File: src/hw/titc_defines.vh
`ifndef TITC_DEFINES_VH
`define TITC_DEFINES_VH

// register byte offsets
`define TITC_CTRL0_OFS 8'h00
`define TITC_CTRL1_OFS 8'h04
`define TITC_CTRL2_OFS 8'h08
`define TITC_LOAD0_OFS 8'h0c
`define TITC_LOAD1_OFS 8'h10
`define TITC_LOAD2_OFS 8'h14
`define TITC_CMD_OFS 8'h18
`define TITC_STAT_OFS 8'h1c
`define TITC_MASK_OFS 8'h20
`define TITC_PRE_OFS 8'h24

// control register fields
`define TITC_CTRL_MODE_POS 0
`define TITC_CTRL_BCD_POS 3
`define TITC_CTRL_EXT_POS 4
`define TITC_CTRL_ROUTE_POS 5
`define TITC_CTRL_GSEL_POS 7

// command and status fields
`define TITC_CMD_LATCH_POS 0
`define TITC_CMD_TRIG_POS 4
`define TITC_STAT_OUT_POS 4

// output route codes
`define TITC_ROUTE_IRQ 2'h0
`define TITC_ROUTE_DRV 2'h1
`define TITC_ROUTE_PIO 2'h2

// reset values
`define TITC_CTRL_RST 8'h00
`define TITC_MASK_RST 3'h0
`define TITC_PRE_RST 16'h0000

// counting functions
`define TITC_MODE_TCINT 3'h0
`define TITC_MODE_ONESHOT 3'h1
`define TITC_MODE_RATE 3'h2
`define TITC_MODE_SQUARE 3'h3
`define TITC_MODE_SWSTRB 3'h4
`define TITC_MODE_HWSTRB 3'h5
`define TITC_MODE_EVENT 3'h6

`endif

File: src/hw/titc_top.v
`timescale 1ns/1ps
`include "titc_defines.vh"
// How it works
// RULE_01: three separate 16-bit configurable counters
// RULE_02: binary or decimal count per counter
// RULE_03: seven counting functions selectable per counter
// RULE_04: third counter makes the serial bit clock
// RULE_05: general outputs routed to irq or port
// RULE_06: general gates from terminator or port line
// RULE_07: terminal count raises interrupt request
// RULE_08: retriggerable one-shot, low until terminal count
// RULE_09: rate generator, one low tick per N
// RULE_10: square wave, high half then low half
// RULE_11: software strobe pulses low N counts later
// RULE_12: hardware strobe, retriggered by gate rise
// RULE_13: event counting from external event input
// RULE_14: live read plus latch command on fly
// RULE_15: decrement per tick while gate permits
module titc_top #(
  parameter WIDTH = 16,
  parameter ADDR_W = 8
) (
  // clock and reset
  input wire pclk,
  input wire presetn,
  // apb slave
  input wire psel,
  input wire penable,
  input wire pwrite,
  input wire [ADDR_W-1:0] paddr,
  input wire [31:0] pwdata,
  output reg [31:0] prdata,
  output reg pready,
  output reg pslverr,
  // external event clocks and gates
  input wire [2:0] evt_in,
  input wire [1:0] gate_term_in,
  input wire [1:0] gate_pio_in,
  // routed timer outputs
  output reg [1:0] tmr_irq_out,
  output reg [1:0] port_drv_out,
  output reg [1:0] port_in_out,
  output reg baud_clk_out,
  // interrupt
  output reg irq
);

  localparam [3:0] SEL_CMD = 4'h8;
  localparam [3:0] SEL_STAT = 4'h9;
  localparam [3:0] SEL_MASK = 4'ha;
  localparam [3:0] SEL_PRE = 4'hb;
  localparam [3:0] SEL_NONE = 4'hf;

  // address to register code, shared by read and write
  function [3:0] reg_sel;
    input [ADDR_W-1:0] a;
    begin
      case (a)
        `TITC_CTRL0_OFS: reg_sel = 4'h0;
        `TITC_CTRL1_OFS: reg_sel = 4'h1;
        `TITC_CTRL2_OFS: reg_sel = 4'h2;
        `TITC_LOAD0_OFS: reg_sel = 4'h4;
        `TITC_LOAD1_OFS: reg_sel = 4'h5;
        `TITC_LOAD2_OFS: reg_sel = 4'h6;
        `TITC_CMD_OFS: reg_sel = SEL_CMD;
        `TITC_STAT_OFS: reg_sel = SEL_STAT;
        `TITC_MASK_OFS: reg_sel = SEL_MASK;
        `TITC_PRE_OFS: reg_sel = SEL_PRE;
        default: reg_sel = SEL_NONE;
      endcase
    end
  endfunction

  ////////////////////////////////////////////////////////////////////////////////

  reg [7:0] ctrl_reg [0:2];
  reg [2:0] stat_reg;
  reg [2:0] mask_reg;
  reg [15:0] pre_reg;
  reg [15:0] pre_cnt_reg;
  reg pre_tick_reg;
  reg [2:0] evt_d_reg;
  reg [31:0] rdata_next;
  reg [2:0] stat_next;

  wire [WIDTH*3-1:0] cnt_val;
  wire [2:0] cnt_out;
  wire [2:0] cnt_tc;
  wire [2:0] evt_rise = evt_in & ~evt_d_reg;

  // apb handshake, one wait cycle in every access
  wire acc = psel & penable;
  wire acc_first = acc & ~pready;
  wire done = acc & pready;
  wire wr_en = done & pwrite;
  wire rd_done = done & ~pwrite;
  wire [3:0] sel = reg_sel(paddr);

  ////////////////////////////////////////////////////////////////////////////////

  // channel instances and their steering
  genvar g;
  generate
    for (g = 0; g < 3; g = g + 1) begin : gen_chan
      wire [2:0] mode = ctrl_reg[g][`TITC_CTRL_MODE_POS +: 3];
      wire ext = ctrl_reg[g][`TITC_CTRL_EXT_POS] | (mode == `TITC_MODE_EVENT);
      wire tick = ext ? evt_rise[g] : pre_tick_reg; // see RULE_13
      wire gate;
      if (g < 2) begin : gen_gen
        assign gate = ctrl_reg[g][`TITC_CTRL_GSEL_POS] ?
                      gate_pio_in[g] : gate_term_in[g]; // see RULE_06
      end else begin : gen_baud
        assign gate = 1'b1; // see RULE_04
      end
      titc_counter #(
        .WIDTH(WIDTH)
      ) u_chan (
        .pclk(pclk),
        .presetn(presetn),
        .mode(mode), // see RULE_03
        .bcd(ctrl_reg[g][`TITC_CTRL_BCD_POS]), // see RULE_02
        .tick(tick),
        .gate(gate),
        .load(wr_en && sel == 4'h4 + g), // see RULE_01
        .load_val(pwdata[WIDTH-1:0]),
        .sw_trig(wr_en && sel == SEL_CMD && pwdata[`TITC_CMD_TRIG_POS + g]),
        .latch_cmd(wr_en && sel == SEL_CMD && pwdata[`TITC_CMD_LATCH_POS + g]),
        .latch_rel(rd_done && sel == 4'h4 + g),
        .rd_val(cnt_val[g*WIDTH +: WIDTH]),
        .out_reg(cnt_out[g]),
        .tc_reg(cnt_tc[g])
      );
    end
  endgenerate

  ////////////////////////////////////////////////////////////////////////////////

  // internal count rate from pclk divider
  always @(posedge pclk or negedge presetn) begin
    if (!presetn) begin
      pre_cnt_reg <= `TITC_PRE_RST;
      pre_tick_reg <= 1'b0;
      evt_d_reg <= 3'h0;
    end else begin
      evt_d_reg <= evt_in;
      pre_tick_reg <= (pre_cnt_reg == 16'h0000);
      if (pre_cnt_reg == 16'h0000) pre_cnt_reg <= pre_reg;
      else pre_cnt_reg <= pre_cnt_reg - 16'h0001;
    end
  end

  // sticky terminal count flags, set beats clear
  always @* begin
    stat_next = stat_reg;
    if (wr_en && sel == SEL_STAT) stat_next = stat_reg & ~pwdata[2:0];
    stat_next = stat_next | cnt_tc; // see RULE_07
  end

  // software registers
  always @(posedge pclk or negedge presetn) begin
    if (!presetn) begin
      ctrl_reg[0] <= `TITC_CTRL_RST;
      ctrl_reg[1] <= `TITC_CTRL_RST;
      ctrl_reg[2] <= `TITC_CTRL_RST;
      mask_reg <= `TITC_MASK_RST;
      pre_reg <= `TITC_PRE_RST;
      stat_reg <= 3'h0;
    end else begin
      stat_reg <= stat_next;
      if (wr_en) begin
        case (sel)
          4'h0: ctrl_reg[0] <= pwdata[7:0];
          4'h1: ctrl_reg[1] <= pwdata[7:0];
          4'h2: ctrl_reg[2] <= pwdata[7:0];
          SEL_MASK: mask_reg <= pwdata[2:0];
          SEL_PRE: pre_reg <= pwdata[15:0];
          default: pre_reg <= pre_reg;
        endcase
      end
    end
  end

  ////////////////////////////////////////////////////////////////////////////////

  // read data selection
  always @* begin
    rdata_next = 32'h0000_0000;
    case (sel)
      4'h0: rdata_next[7:0] = ctrl_reg[0];
      4'h1: rdata_next[7:0] = ctrl_reg[1];
      4'h2: rdata_next[7:0] = ctrl_reg[2];
      4'h4: rdata_next[WIDTH-1:0] = cnt_val[0 +: WIDTH]; // see RULE_14
      4'h5: rdata_next[WIDTH-1:0] = cnt_val[WIDTH +: WIDTH];
      4'h6: rdata_next[WIDTH-1:0] = cnt_val[2*WIDTH +: WIDTH];
      SEL_STAT: begin
        rdata_next[2:0] = stat_reg;
        rdata_next[`TITC_STAT_OUT_POS +: 3] = cnt_out;
      end
      SEL_MASK: rdata_next[2:0] = mask_reg;
      SEL_PRE: rdata_next[15:0] = pre_reg;
      default: rdata_next = 32'h0000_0000;
    endcase
  end

  // apb answer, ready in second access cycle
  always @(posedge pclk or negedge presetn) begin
    if (!presetn) begin
      pready <= 1'b0;
      prdata <= 32'h0000_0000;
      pslverr <= 1'b0;
    end else begin
      pready <= acc_first;
      pslverr <= acc_first & (sel == SEL_NONE);
      if (acc_first && !pwrite) prdata <= rdata_next;
    end
  end

  ////////////////////////////////////////////////////////////////////////////////

  // output routing and interrupt line
  always @(posedge pclk or negedge presetn) begin
    if (!presetn) begin
      tmr_irq_out <= 2'h0;
      port_drv_out <= 2'h0;
      port_in_out <= 2'h0;
      baud_clk_out <= 1'b1;
      irq <= 1'b0;
    end else begin
      tmr_irq_out[0] <= cnt_out[0] &
        (ctrl_reg[0][`TITC_CTRL_ROUTE_POS +: 2] == `TITC_ROUTE_IRQ); // see RULE_05
      tmr_irq_out[1] <= cnt_out[1] &
        (ctrl_reg[1][`TITC_CTRL_ROUTE_POS +: 2] == `TITC_ROUTE_IRQ);
      port_drv_out[0] <= cnt_out[0] &
        (ctrl_reg[0][`TITC_CTRL_ROUTE_POS +: 2] == `TITC_ROUTE_DRV);
      port_drv_out[1] <= cnt_out[1] &
        (ctrl_reg[1][`TITC_CTRL_ROUTE_POS +: 2] == `TITC_ROUTE_DRV);
      port_in_out[0] <= cnt_out[0] &
        (ctrl_reg[0][`TITC_CTRL_ROUTE_POS +: 2] == `TITC_ROUTE_PIO);
      port_in_out[1] <= cnt_out[1] &
        (ctrl_reg[1][`TITC_CTRL_ROUTE_POS +: 2] == `TITC_ROUTE_PIO);
      baud_clk_out <= cnt_out[2]; // see RULE_04
      irq <= |(stat_next & mask_reg); // see RULE_07
    end
  end

endmodule

File: src/hw/titc_counter.v
`timescale 1ns/1ps
`include "titc_defines.vh"
module titc_counter #(
  parameter WIDTH = 16
) (
  // clock and reset
  input wire pclk,
  input wire presetn,
  // configuration
  input wire [2:0] mode,
  input wire bcd,
  // strobes and levels
  input wire tick,
  input wire gate,
  input wire load,
  input wire [WIDTH-1:0] load_val,
  input wire sw_trig,
  input wire latch_cmd,
  input wire latch_rel,
  // results
  output wire [WIDTH-1:0] rd_val,
  output reg out_reg,
  output reg tc_reg
);

  // decrement by one, binary or decimal digits
  function [WIDTH-1:0] dec_val;
    input [WIDTH-1:0] v;
    input b;
    integer i;
    reg borrow;
    begin
      dec_val = v - {{(WIDTH-1){1'b0}}, 1'b1};
      if (b) begin
        borrow = 1'b1;
        for (i = 0; i < WIDTH/4; i = i + 1) begin
          dec_val[i*4 +: 4] = v[i*4 +: 4];
          if (borrow) begin
            dec_val[i*4 +: 4] = (v[i*4 +: 4] == 4'h0) ? 4'h9 : v[i*4 +: 4] - 4'h1;
            borrow = (v[i*4 +: 4] == 4'h0);
          end
        end
      end
    end
  endfunction

  // half of a value, binary or decimal digits
  function [WIDTH-1:0] half_val;
    input [WIDTH-1:0] v;
    input b;
    integer i;
    reg odd;
    begin
      half_val = v >> 1;
      if (b) begin
        odd = 1'b0;
        for (i = WIDTH/4 - 1; i >= 0; i = i - 1) begin
          half_val[i*4 +: 4] = {1'b0, v[i*4+1 +: 3]} + (odd ? 4'h5 : 4'h0);
          odd = v[i*4];
        end
      end
    end
  endfunction

  reg [WIDTH-1:0] cnt_reg;
  reg [WIDTH-1:0] reload_reg;
  reg [WIDTH-1:0] latch_reg;
  reg latched_reg;
  reg run_reg;
  reg gate_d_reg;
  reg [WIDTH-1:0] cnt_next;
  reg run_next;
  reg out_next;
  reg tc_next;

  wire trig_mode = (mode == `TITC_MODE_ONESHOT) || (mode == `TITC_MODE_HWSTRB);
  wire strb_mode = (mode == `TITC_MODE_SWSTRB) || (mode == `TITC_MODE_HWSTRB);
  wire gate_rise = gate & ~gate_d_reg;
  wire step = tick & run_reg & (trig_mode | gate); // see RULE_15
  wire at_end = (cnt_reg == {{(WIDTH-1){1'b0}}, 1'b1}); // see RULE_15
  wire [WIDTH-1:0] dec = dec_val(cnt_reg, bcd); // see RULE_02
  wire [WIDTH-1:0] half = half_val(reload_reg, bcd);

  // snapshot wins over live count until read
  assign rd_val = latched_reg ? latch_reg : cnt_reg; // see RULE_14

  // next state of one counting channel
  always @* begin
    cnt_next = cnt_reg;
    run_next = run_reg;
    out_next = out_reg;
    tc_next = 1'b0;
    if (load) begin
      cnt_next = load_val;
      run_next = ~trig_mode;
      out_next = (mode != `TITC_MODE_TCINT);
    end else if (mode == `TITC_MODE_ONESHOT && (gate_rise | sw_trig)) begin
      cnt_next = reload_reg; // see RULE_08
      run_next = 1'b1;
      out_next = 1'b0;
    end else if (mode == `TITC_MODE_HWSTRB && gate_rise) begin
      cnt_next = reload_reg; // see RULE_12
      run_next = 1'b1;
      out_next = 1'b1;
    end else if (strb_mode && tick && !out_reg) begin
      out_next = 1'b1;
    end else if (step) begin
      tc_next = at_end;
      cnt_next = dec;
      case (mode)
        `TITC_MODE_TCINT: begin
          if (at_end) out_next = 1'b1; // see RULE_07
        end
        `TITC_MODE_ONESHOT: begin
          if (at_end) begin
            out_next = 1'b1; // see RULE_08
            run_next = 1'b0;
          end
        end
        `TITC_MODE_RATE: begin
          if (at_end) cnt_next = reload_reg; // see RULE_09
          out_next = at_end | (dec != {{(WIDTH-1){1'b0}}, 1'b1});
        end
        `TITC_MODE_SQUARE: begin
          if (at_end) cnt_next = reload_reg;
          out_next = (at_end ? reload_reg : dec) > half; // see RULE_10
        end
        `TITC_MODE_SWSTRB, `TITC_MODE_HWSTRB: begin
          if (at_end) begin
            out_next = 1'b0; // see RULE_11
            run_next = 1'b0;
          end
        end
        `TITC_MODE_EVENT: begin
          if (at_end) cnt_next = reload_reg; // see RULE_13
        end
        default: begin
          cnt_next = cnt_reg;
          tc_next = 1'b0;
        end
      endcase
    end
  end

  // channel state and read snapshot
  always @(posedge pclk or negedge presetn) begin
    if (!presetn) begin
      cnt_reg <= {WIDTH{1'b0}};
      reload_reg <= {WIDTH{1'b0}};
      latch_reg <= {WIDTH{1'b0}};
      latched_reg <= 1'b0;
      run_reg <= 1'b0;
      gate_d_reg <= 1'b0;
      out_reg <= 1'b1;
      tc_reg <= 1'b0;
    end else begin
      cnt_reg <= cnt_next;
      run_reg <= run_next;
      out_reg <= out_next;
      tc_reg <= tc_next;
      gate_d_reg <= gate;
      if (load) reload_reg <= load_val;
      if (latch_cmd && !latched_reg) begin
        latch_reg <= cnt_reg; // see RULE_14
        latched_reg <= 1'b1;
      end else if (latch_rel) begin
        latched_reg <= 1'b0;
      end
    end
  end

endmodule

File: config.mk
export PLATFORM = sky130hd
export DESIGN_NAME = titc_top
export DESIGN_NICKNAME = d
export VERILOG_FILES = /design/src/hw/titc_top.v /design/src/hw/titc_counter.v
export VERILOG_INCLUDE_DIRS = /design/src /design/src/hw
export SDC_FILE = /design/constraint.sdc
export NUM_CORES = 1
export LEC_CHECK = 0
export BUFFER_PORTS_ARGS = -buffer_cell sky130_fd_sc_hd__buf_2
export CELL_PAD_IN_SITES_DETAIL_PLACEMENT = 1
export CELL_PAD_IN_SITES_GLOBAL_PLACEMENT = 2
export CORE_AREA = 4 4 222 224
export CTS_BUF_LIST = sky130_fd_sc_hd__clkbuf_4
export DETAILED_ROUTE_END_ITERATION = 16
export DIE_AREA = 0 0 226 228
export GPL_TIMING_DRIVEN = 0
export PLACE_DENSITY = 0.8
export SLEW_MARGIN = 15
export SYNTH_ARGS = -nofsm -noshare
export SYNTH_HDL_FRONTEND = slang
export SYNTH_HIERARCHICAL = 1
export SYNTH_SLANG_ARGS = --single-unit
File: constraint.sdc
create_clock -name pclk -period 3.2 [get_ports pclk]
set_input_delay 0.64 -clock pclk [delete_from_list [all_inputs] [get_ports pclk]]
set_output_delay 0.64 -clock pclk [all_outputs]
set_load 0.05 [all_outputs]
# Word level (Yosys, flattened, before mapping)
# Cells that the tools add are included.
[totals] rom_bits=0 latchBits=0 word_cells=443 regBits=251 ram_bits=0 mem_count=0 output_inout_bits=42 inputBits=52
[op_classes] shifts=0 n_div=0 n_eq_ne=56 multipliers=0 reduce_logical=120 bitwise_logic=44 mux=154 magnitude_cmp=3 n_addsub=25
[op_table] operator="$mux 16" count=25
[op_table] operator="$pmux 16 s2" count=3
[op_table] operator="$mux 4" count=21
[op_table] operator="$mux 1" count=83
[op_table] operator="$sub 16x1->16 const B" count=4
[op_table] operator="$logic_not 4->1" count=13
[op_table] operator="$eq 16x1->1 const B" count=3
[op_table] operator="$gt 16x15->1" count=3
[op_table] operator="$ne 16x1->1 const B" count=3
[op_table] operator="$sub 4x1->4 const B" count=12
[op_table] operator="$pmux 4 s10" count=1
[op_table] operator="$add 3x4->4" count=9
[op_table] operator="$mux 12" count=3
[op_table] operator="$ne 6x1->1 const B" count=6
[op_table] operator="$reduce_bool 4->1" count=9
[op_table] operator="$eq 8x5->1 const B" count=4
[op_table] operator="$pmux 8 s4" count=1
[op_table] operator="$logic_and 1x1->1" count=30
[op_table] operator="$mux 3" count=10
[op_table] operator="$reduce_bool 5->1" count=6
[op_table] operator="$eq 3x3->1 const B" count=9
[op_table] operator="$pmux 3 s9" count=1
[op_table] operator="$pmux 3 s8" count=1
[op_table] operator="$reduce_and 4->1" count=6
[op_table] operator="other kinds (35)" count=136

# Logic depth before layout (Yosys ltp)
[depth] ltp_word=16 ltp_mapped=16

# Hierarchy
# Netlist, hierarchy kept.
[by_module_without_submodules] mod="titc_top" seq_area_each_um2=2303.5 area_per_inst_um2=5255.0 cells_per_inst=478 instances=1
[by_module_without_submodules] mod="titc_counter at gen_chan[1].u_chan" seq_area_each_um2=1327.5 area_per_inst_um2=4053.9 cells_per_inst=472 instances=1
[by_module_without_submodules] mod="titc_counter at gen_chan[2].u_chan" seq_area_each_um2=1327.5 area_per_inst_um2=4045.1 cells_per_inst=478 instances=1
[by_module_without_submodules] mod="titc_counter at gen_chan[0].u_chan" seq_area_each_um2=1327.5 area_per_inst_um2=3928.8 cells_per_inst=461 instances=1

# Worst setup path before layout
# Ideal clock, no wire load.
[synth_timing] path_type="register to register" start="register gen_chan[1].u_chan.cnt_reg[0]" end="register gen_chan[1].u_chan.out_reg" synth_period_minus_slack_ns=3.526 path_buffers=0 path_slack_ns=-0.326 setup_ns=0.091 arrival_time_ns=3.435 path_stages_with_launch=14 required_time_ns=3.109 path_cell_list="dfrtp_1 > inv_1 > ha_1 > nor3b_2 > and4_4 > mux2_2 > a221oi_1 > a21oi_1 > ha_1 > a2111o_1 > a2111oi_0 > nor4_1 > o32ai_1 > a31oi_1"
[synth_via] elab_chain_cells=16
[synth_lines] element="from (decl)" line="titc_counter.v:65" source="reg [WIDTH-1:0] cnt_reg;"
[synth_lines] element="from (signal assigned)" line="titc_counter.v:148" source="cnt_reg <= {WIDTH{1'b0}};"
[synth_lines] element="from (signal assigned)" line="titc_counter.v:157" source="cnt_reg <= cnt_next;"
[synth_lines] element="$logic_not 4->1" line="titc_counter.v:39, titc_counter.v:40"
[synth_lines] element="$mux 1" line="titc_counter.v:34" source="if (b) begin"
[synth_lines] element="$mux 1" line="titc_counter.v:38" source="if (borrow) begin"
[synth_lines] element="$mux 1" line="titc_counter.v:34"
[synth_lines] element="$mux 1" line="titc_counter.v:38"
[synth_lines] element="$mux 1" line="titc_counter.v:34"
[synth_lines] element="$mux 4" line="titc_counter.v:38"
[synth_lines] element="$mux 16" line="titc_counter.v:34"
[synth_lines] element="$mux 16 or $ne 16x1->1 (tied branches)" line="titc_counter.v:126, titc_counter.v:122"
[synth_lines] element="$gt 16x15->1 or $or 1x1->1 (tied branches)" line="titc_counter.v:126, titc_counter.v:122"
[synth_lines] element="$pmux 1 s4" line="titc_counter.v:110" source="case (mode)"
[synth_lines] element="$mux 1" line="titc_counter.v:107" source="end else if (step) begin"
[synth_lines] element="$mux 1" line="titc_counter.v:105" source="end else if (strb_mode && tick && !out_reg) begin"
[synth_lines] element="$mux 1" line="titc_counter.v:101" source="end else if (mode == `TITC_MODE_HWSTRB && gate_rise) begin"
[synth_lines] element="$mux 1" line="titc_counter.v:97" source="end else if (mode == `TITC_MODE_ONESHOT && (gate_rise | sw_trig)) begin"
[synth_lines] element="$mux 1" line="titc_counter.v:93" source="if (load) begin"
[synth_lines] element="to (signal assigned)" line="titc_counter.v:159" source="out_reg <= out_next;"
[synth_lines] element="to (decl)" line="titc_counter.v:22" source="output reg out_reg,"
# Several ways; a longest one is shown, not always the timed one. The select of a mux whose other input is x is not followed.
# A chain may end at the register's enable or synchronous reset.

# Final worst setup path
[layout_timing] start="register gen_chan[1].u_chan.cnt_reg[6]" end="register gen_chan[1].u_chan.out_reg"
[layout_via] elab_chain_cells=15
[layout_lines] element="parallel branches: the longest is 15 deep, another holds $sub 16x1->16"
# Parallel ways; which one is timed is not known. The select of a mux whose other input is x is not followed.

==> flow_summary.ini <==
[drt]
wl_per_cell_um = 24.22
drc = 0
final_antenna_net_count = 0
drt_wl_total_mm = 67.56
viasPerCell = 5.800
dr.pass1.iters = 5
drtIter0Drc = 1057
num_vias = 16180

[run]
cap_violations = 0

[timing]
min_period_ps = 3502
worst_pin_slew_ps = 1057
finalHoldViolCount = 0
maxSlewHeadroom = 0.2888
clock.fmax_mhz = 285.5
post-route-period-util = 1.095
maxSlewViolCount = 0
skew_ps = 39.18
setup_viol_count_final = 3
worst_slack_ps = -302.4
rsz0062_at_grt = yes

[worst_setup_path]
critPathMaxStageDelay_ps = 380
path_max_fanout = 10
cp.required_ps = 3890
slowest_stage = a2111oi_4
cp_top_family = compound AO/OA/AOI/OAI gates
path_buf_inv = 3
rr_worst_depth = 15
crit_path_start_kind = register
cp.arrival_ps = 4190
r2r_slack_ps = -300
path_depth = 15
path_class = register to register
worstSetupEndpointType = register
cp_cell_sequence = buf_6 > nor2_1 > and4_4 > nand4_1 > buf_8 > clkbuf_2 > o21ai_1 > ha_1 > nor2b_1 > o211ai_1 > a211oi_2 > a2111oi_4 > nor4_4 > o32ai_2 > a31oi_1

[pwr]
power.density_nw_per_um2 = 382.3
cellLeakagePower_nw = 9.344
ir_drop_v = 0.0001824
p_total_mw = 7.886

[yosys]
synth-edff-count = 0
seq_area_frac_synth = 0.3637
synthArstFlopShare = 1.000
synth_compound_area_frac = 0.1845
synth_cell_types = 100
synthMuxAreaShare = 0.1202
ys_warn_count = 6
ys.flop_type = dfrtp_1
syn_area_um2 = 17280
synth_xor_area_frac = 0.01868
syn_inst = 1889
avgSynthCellArea_um2 = 9.149
synth_top_family_by_area = simple AND/OR/NAND/NOR gates
synth-seq-cells = 251
synth_fa_ha_area_frac = 0.05792
synth-simple-area-share = 0.1891

[clock_tree]
clkTransAtPathRegs_ps = 60
cts_buffer_depth = 3
cts-buffers-inserted = 75
clk_latency_ps = 800
tritoncts = done
clock-root-buffer = clkbuf_4
cts_num_sinks = 251
h-tree-depth = 3

[die]
row_count = 80
die_h_um = 228
io_pins = 94
die-area_um2 = 51530
coreArea_um2 = 47350
dieWidth_um = 226
initial_core_util = 0.3650

[layout]
drive_gt1_frac = 0.2705
multiInputGateArea_um2 = 10460
fin_nets = 2247
nFillCells = 5600
areaGrowthSynthToFinish_pct = 19.37
regArea_um2 = 6297
utilization = 0.4357

[global_route]
grt_pass1_vias = 16840
overflow = 0
grt_max_degree = 71
antenna_found_initial = 4
grt_use_total = 0.2548
grt_pass1_wl_mm = 102.4

[worst_hold_path]
hp-class = input port to register
min_path_cells = 2

[place]
routabilityCongestion = 0.9084
port_buffers = 60
place_hpwl_mm = 49.66

[outcome]
status = finished with violations
violations = setup timing
[metrics by stage]
step	hold WS [ps]	std cells	TNS (ps)	worst slack (ps)	cell area, um^2
after floorplan	344.4	1906	-36.46	-36.46	17420
after global placement	443.7	2581	-946510	-3410	18490
after detailed placement	436.6	2584	-108090	-1506	18580
after CTS	106.7	2765	-819.5	-381.4	20280
after global routing	120.7	2789	-1215	-475.1	20630
final	166.5	2789	-813.9	-302.4	20630
[worst register-to-register path, cell delays in order (launching register included)]
cell       delay, ps
dfrtp_1          370
buf_6            140
nor2_1           330
and4_4           280
nand4_1          180
buf_8            210
clkbuf_2         200
o21ai_1          190
ha_1             260
nor2b_1          130
o211ai_1         240
a211oi_2         140
a2111oi_4        380
nor4_4            80
o32ai_2          140
a31oi_1          120
[synth_stat cells, drive strengths merged (6+ instances only)]
cell type / instances / share of area
dfrtp: 247 / 0.36
nand2: 168 / 0.037
nor2: 162 / 0.035
o21ai: 155 / 0.045
mux2: 140 / 0.094
a21oi: 90 / 0.026
inv: 85 / 0.018
ha: 80 / 0.058
clkbuf: 76 / 0.018
buf: 65 / 0.029
a31oi: 53 / 0.019
mux2i: 46 / 0.027
nor3: 37 / 0.013
o211ai: 34 / 0.016
a211o: 33 / 0.017
nor2b: 29 / 0.010
nand3: 26 / 0.0075
nand4: 26 / 0.0094
xnor2: 26 / 0.013
nand3b: 24 / 0.010
nor4: 24 / 0.011
nand2b: 22 / 0.0081
a211oi: 21 / 0.0094
and2: 18 / 0.0066
o21a: 18 / 0.0078
a22o: 15 / 0.0076
or4: 14 / 0.0069
a221o: 10 / 0.0058
xor2: 10 / 0.0055
nor3b: 9 / 0.0042
or3: 9 / 0.0036
or4bb: 9 / 0.0059
a22oi: 7 / 0.0030
and4: 7 / 0.0038
a21o: 6 / 0.0026
[layout by cell type (no fill, tap or decap), types with 19 or more instances in the layout]
cell / count
a211o_1: 33
a21oi_1: 80
a31oi_1: 52
buf_2: 82
buf_4: 82
clkbuf_1: 48
clkbuf_4: 114
conb_1: 19
dfrtp_1: 238
ha_1: 75
inv_1: 79
mux2_2: 126
mux2i_1: 44
nand2_1: 166
nand2b_1: 21
nand3_1: 22
nand3b_1: 24
nand4_1: 26
nor2_1: 160
nor2b_1: 29
nor3_1: 28
o211ai_1: 33
o21ai_0: 146
xnor2_1: 23
[where the power goes]
group	switching (mW)	internal [mW]
Clock	1.50	1.66
Combinational	0.744	0.521
Sequential	0.154	3.31
[area by class of cell]
cell class / count / share of cell area
clock buffer: 111 / 0.04039
tap: 615 / 0.03730
multi-input combinational: 1428 / 0.5070
clock inverter: 21 / 0.005216
buffer: 140 / 0.04155
inverter: 85 / 0.01571
antenna: 4 / 0.0004852
timing repair buffer: 134 / 0.04713
sequential: 251 / 0.3053
[final timing paths]
check                                              start                                to
max                        gen_chan[1].u_chan/cnt_reg[6]        gen_chan[1].u_chan/out_reg
min                                       gate_pio_in[1]     gen_chan[1].u_chan/gate_d_reg
max reg2reg                gen_chan[1].u_chan/cnt_reg[6]        gen_chan[1].u_chan/out_reg
min reg2reg                   gen_chan[2].u_chan/out_reg                      baud_clk_out
max in group asynchronous                        presetn                      baud_clk_out
min in group asynchronous                        presetn  gen_chan[0].u_chan/reload_reg[1]
[routing by layer]
metal / vias up / global-route usage / part of all wire
li1: 7362 / - / -
met2: 442 / 0.4171 / 0.48
met1: 8253 / 0.3394 / 0.44
met5: - / 0 / 0
met4: 0 / 0.09973 / 0.037
met3: 120 / 0.03793 / 0.040
[what timing repair did]
item / in CTS / in global routing
setup endpoints to repair: 53 / 46
gates resized for setup: 89 / 60
pin swaps: 38 / 23
hold buffers: 4 / 0
buffers inserted: 47 / 20
endpoints found under the hold margin: 60 / 0
[cell families after synthesis]
family	Yosys count
XOR/XNOR	36
AND/OR/NAND/NOR	616
adder cells (fa/ha/maj)	80
AO/OA/AOI/OAI	491
buffers and inverters	227
multiplexers	186
flip-flops	251
other	2
Power figures use the tool's default switching activity.
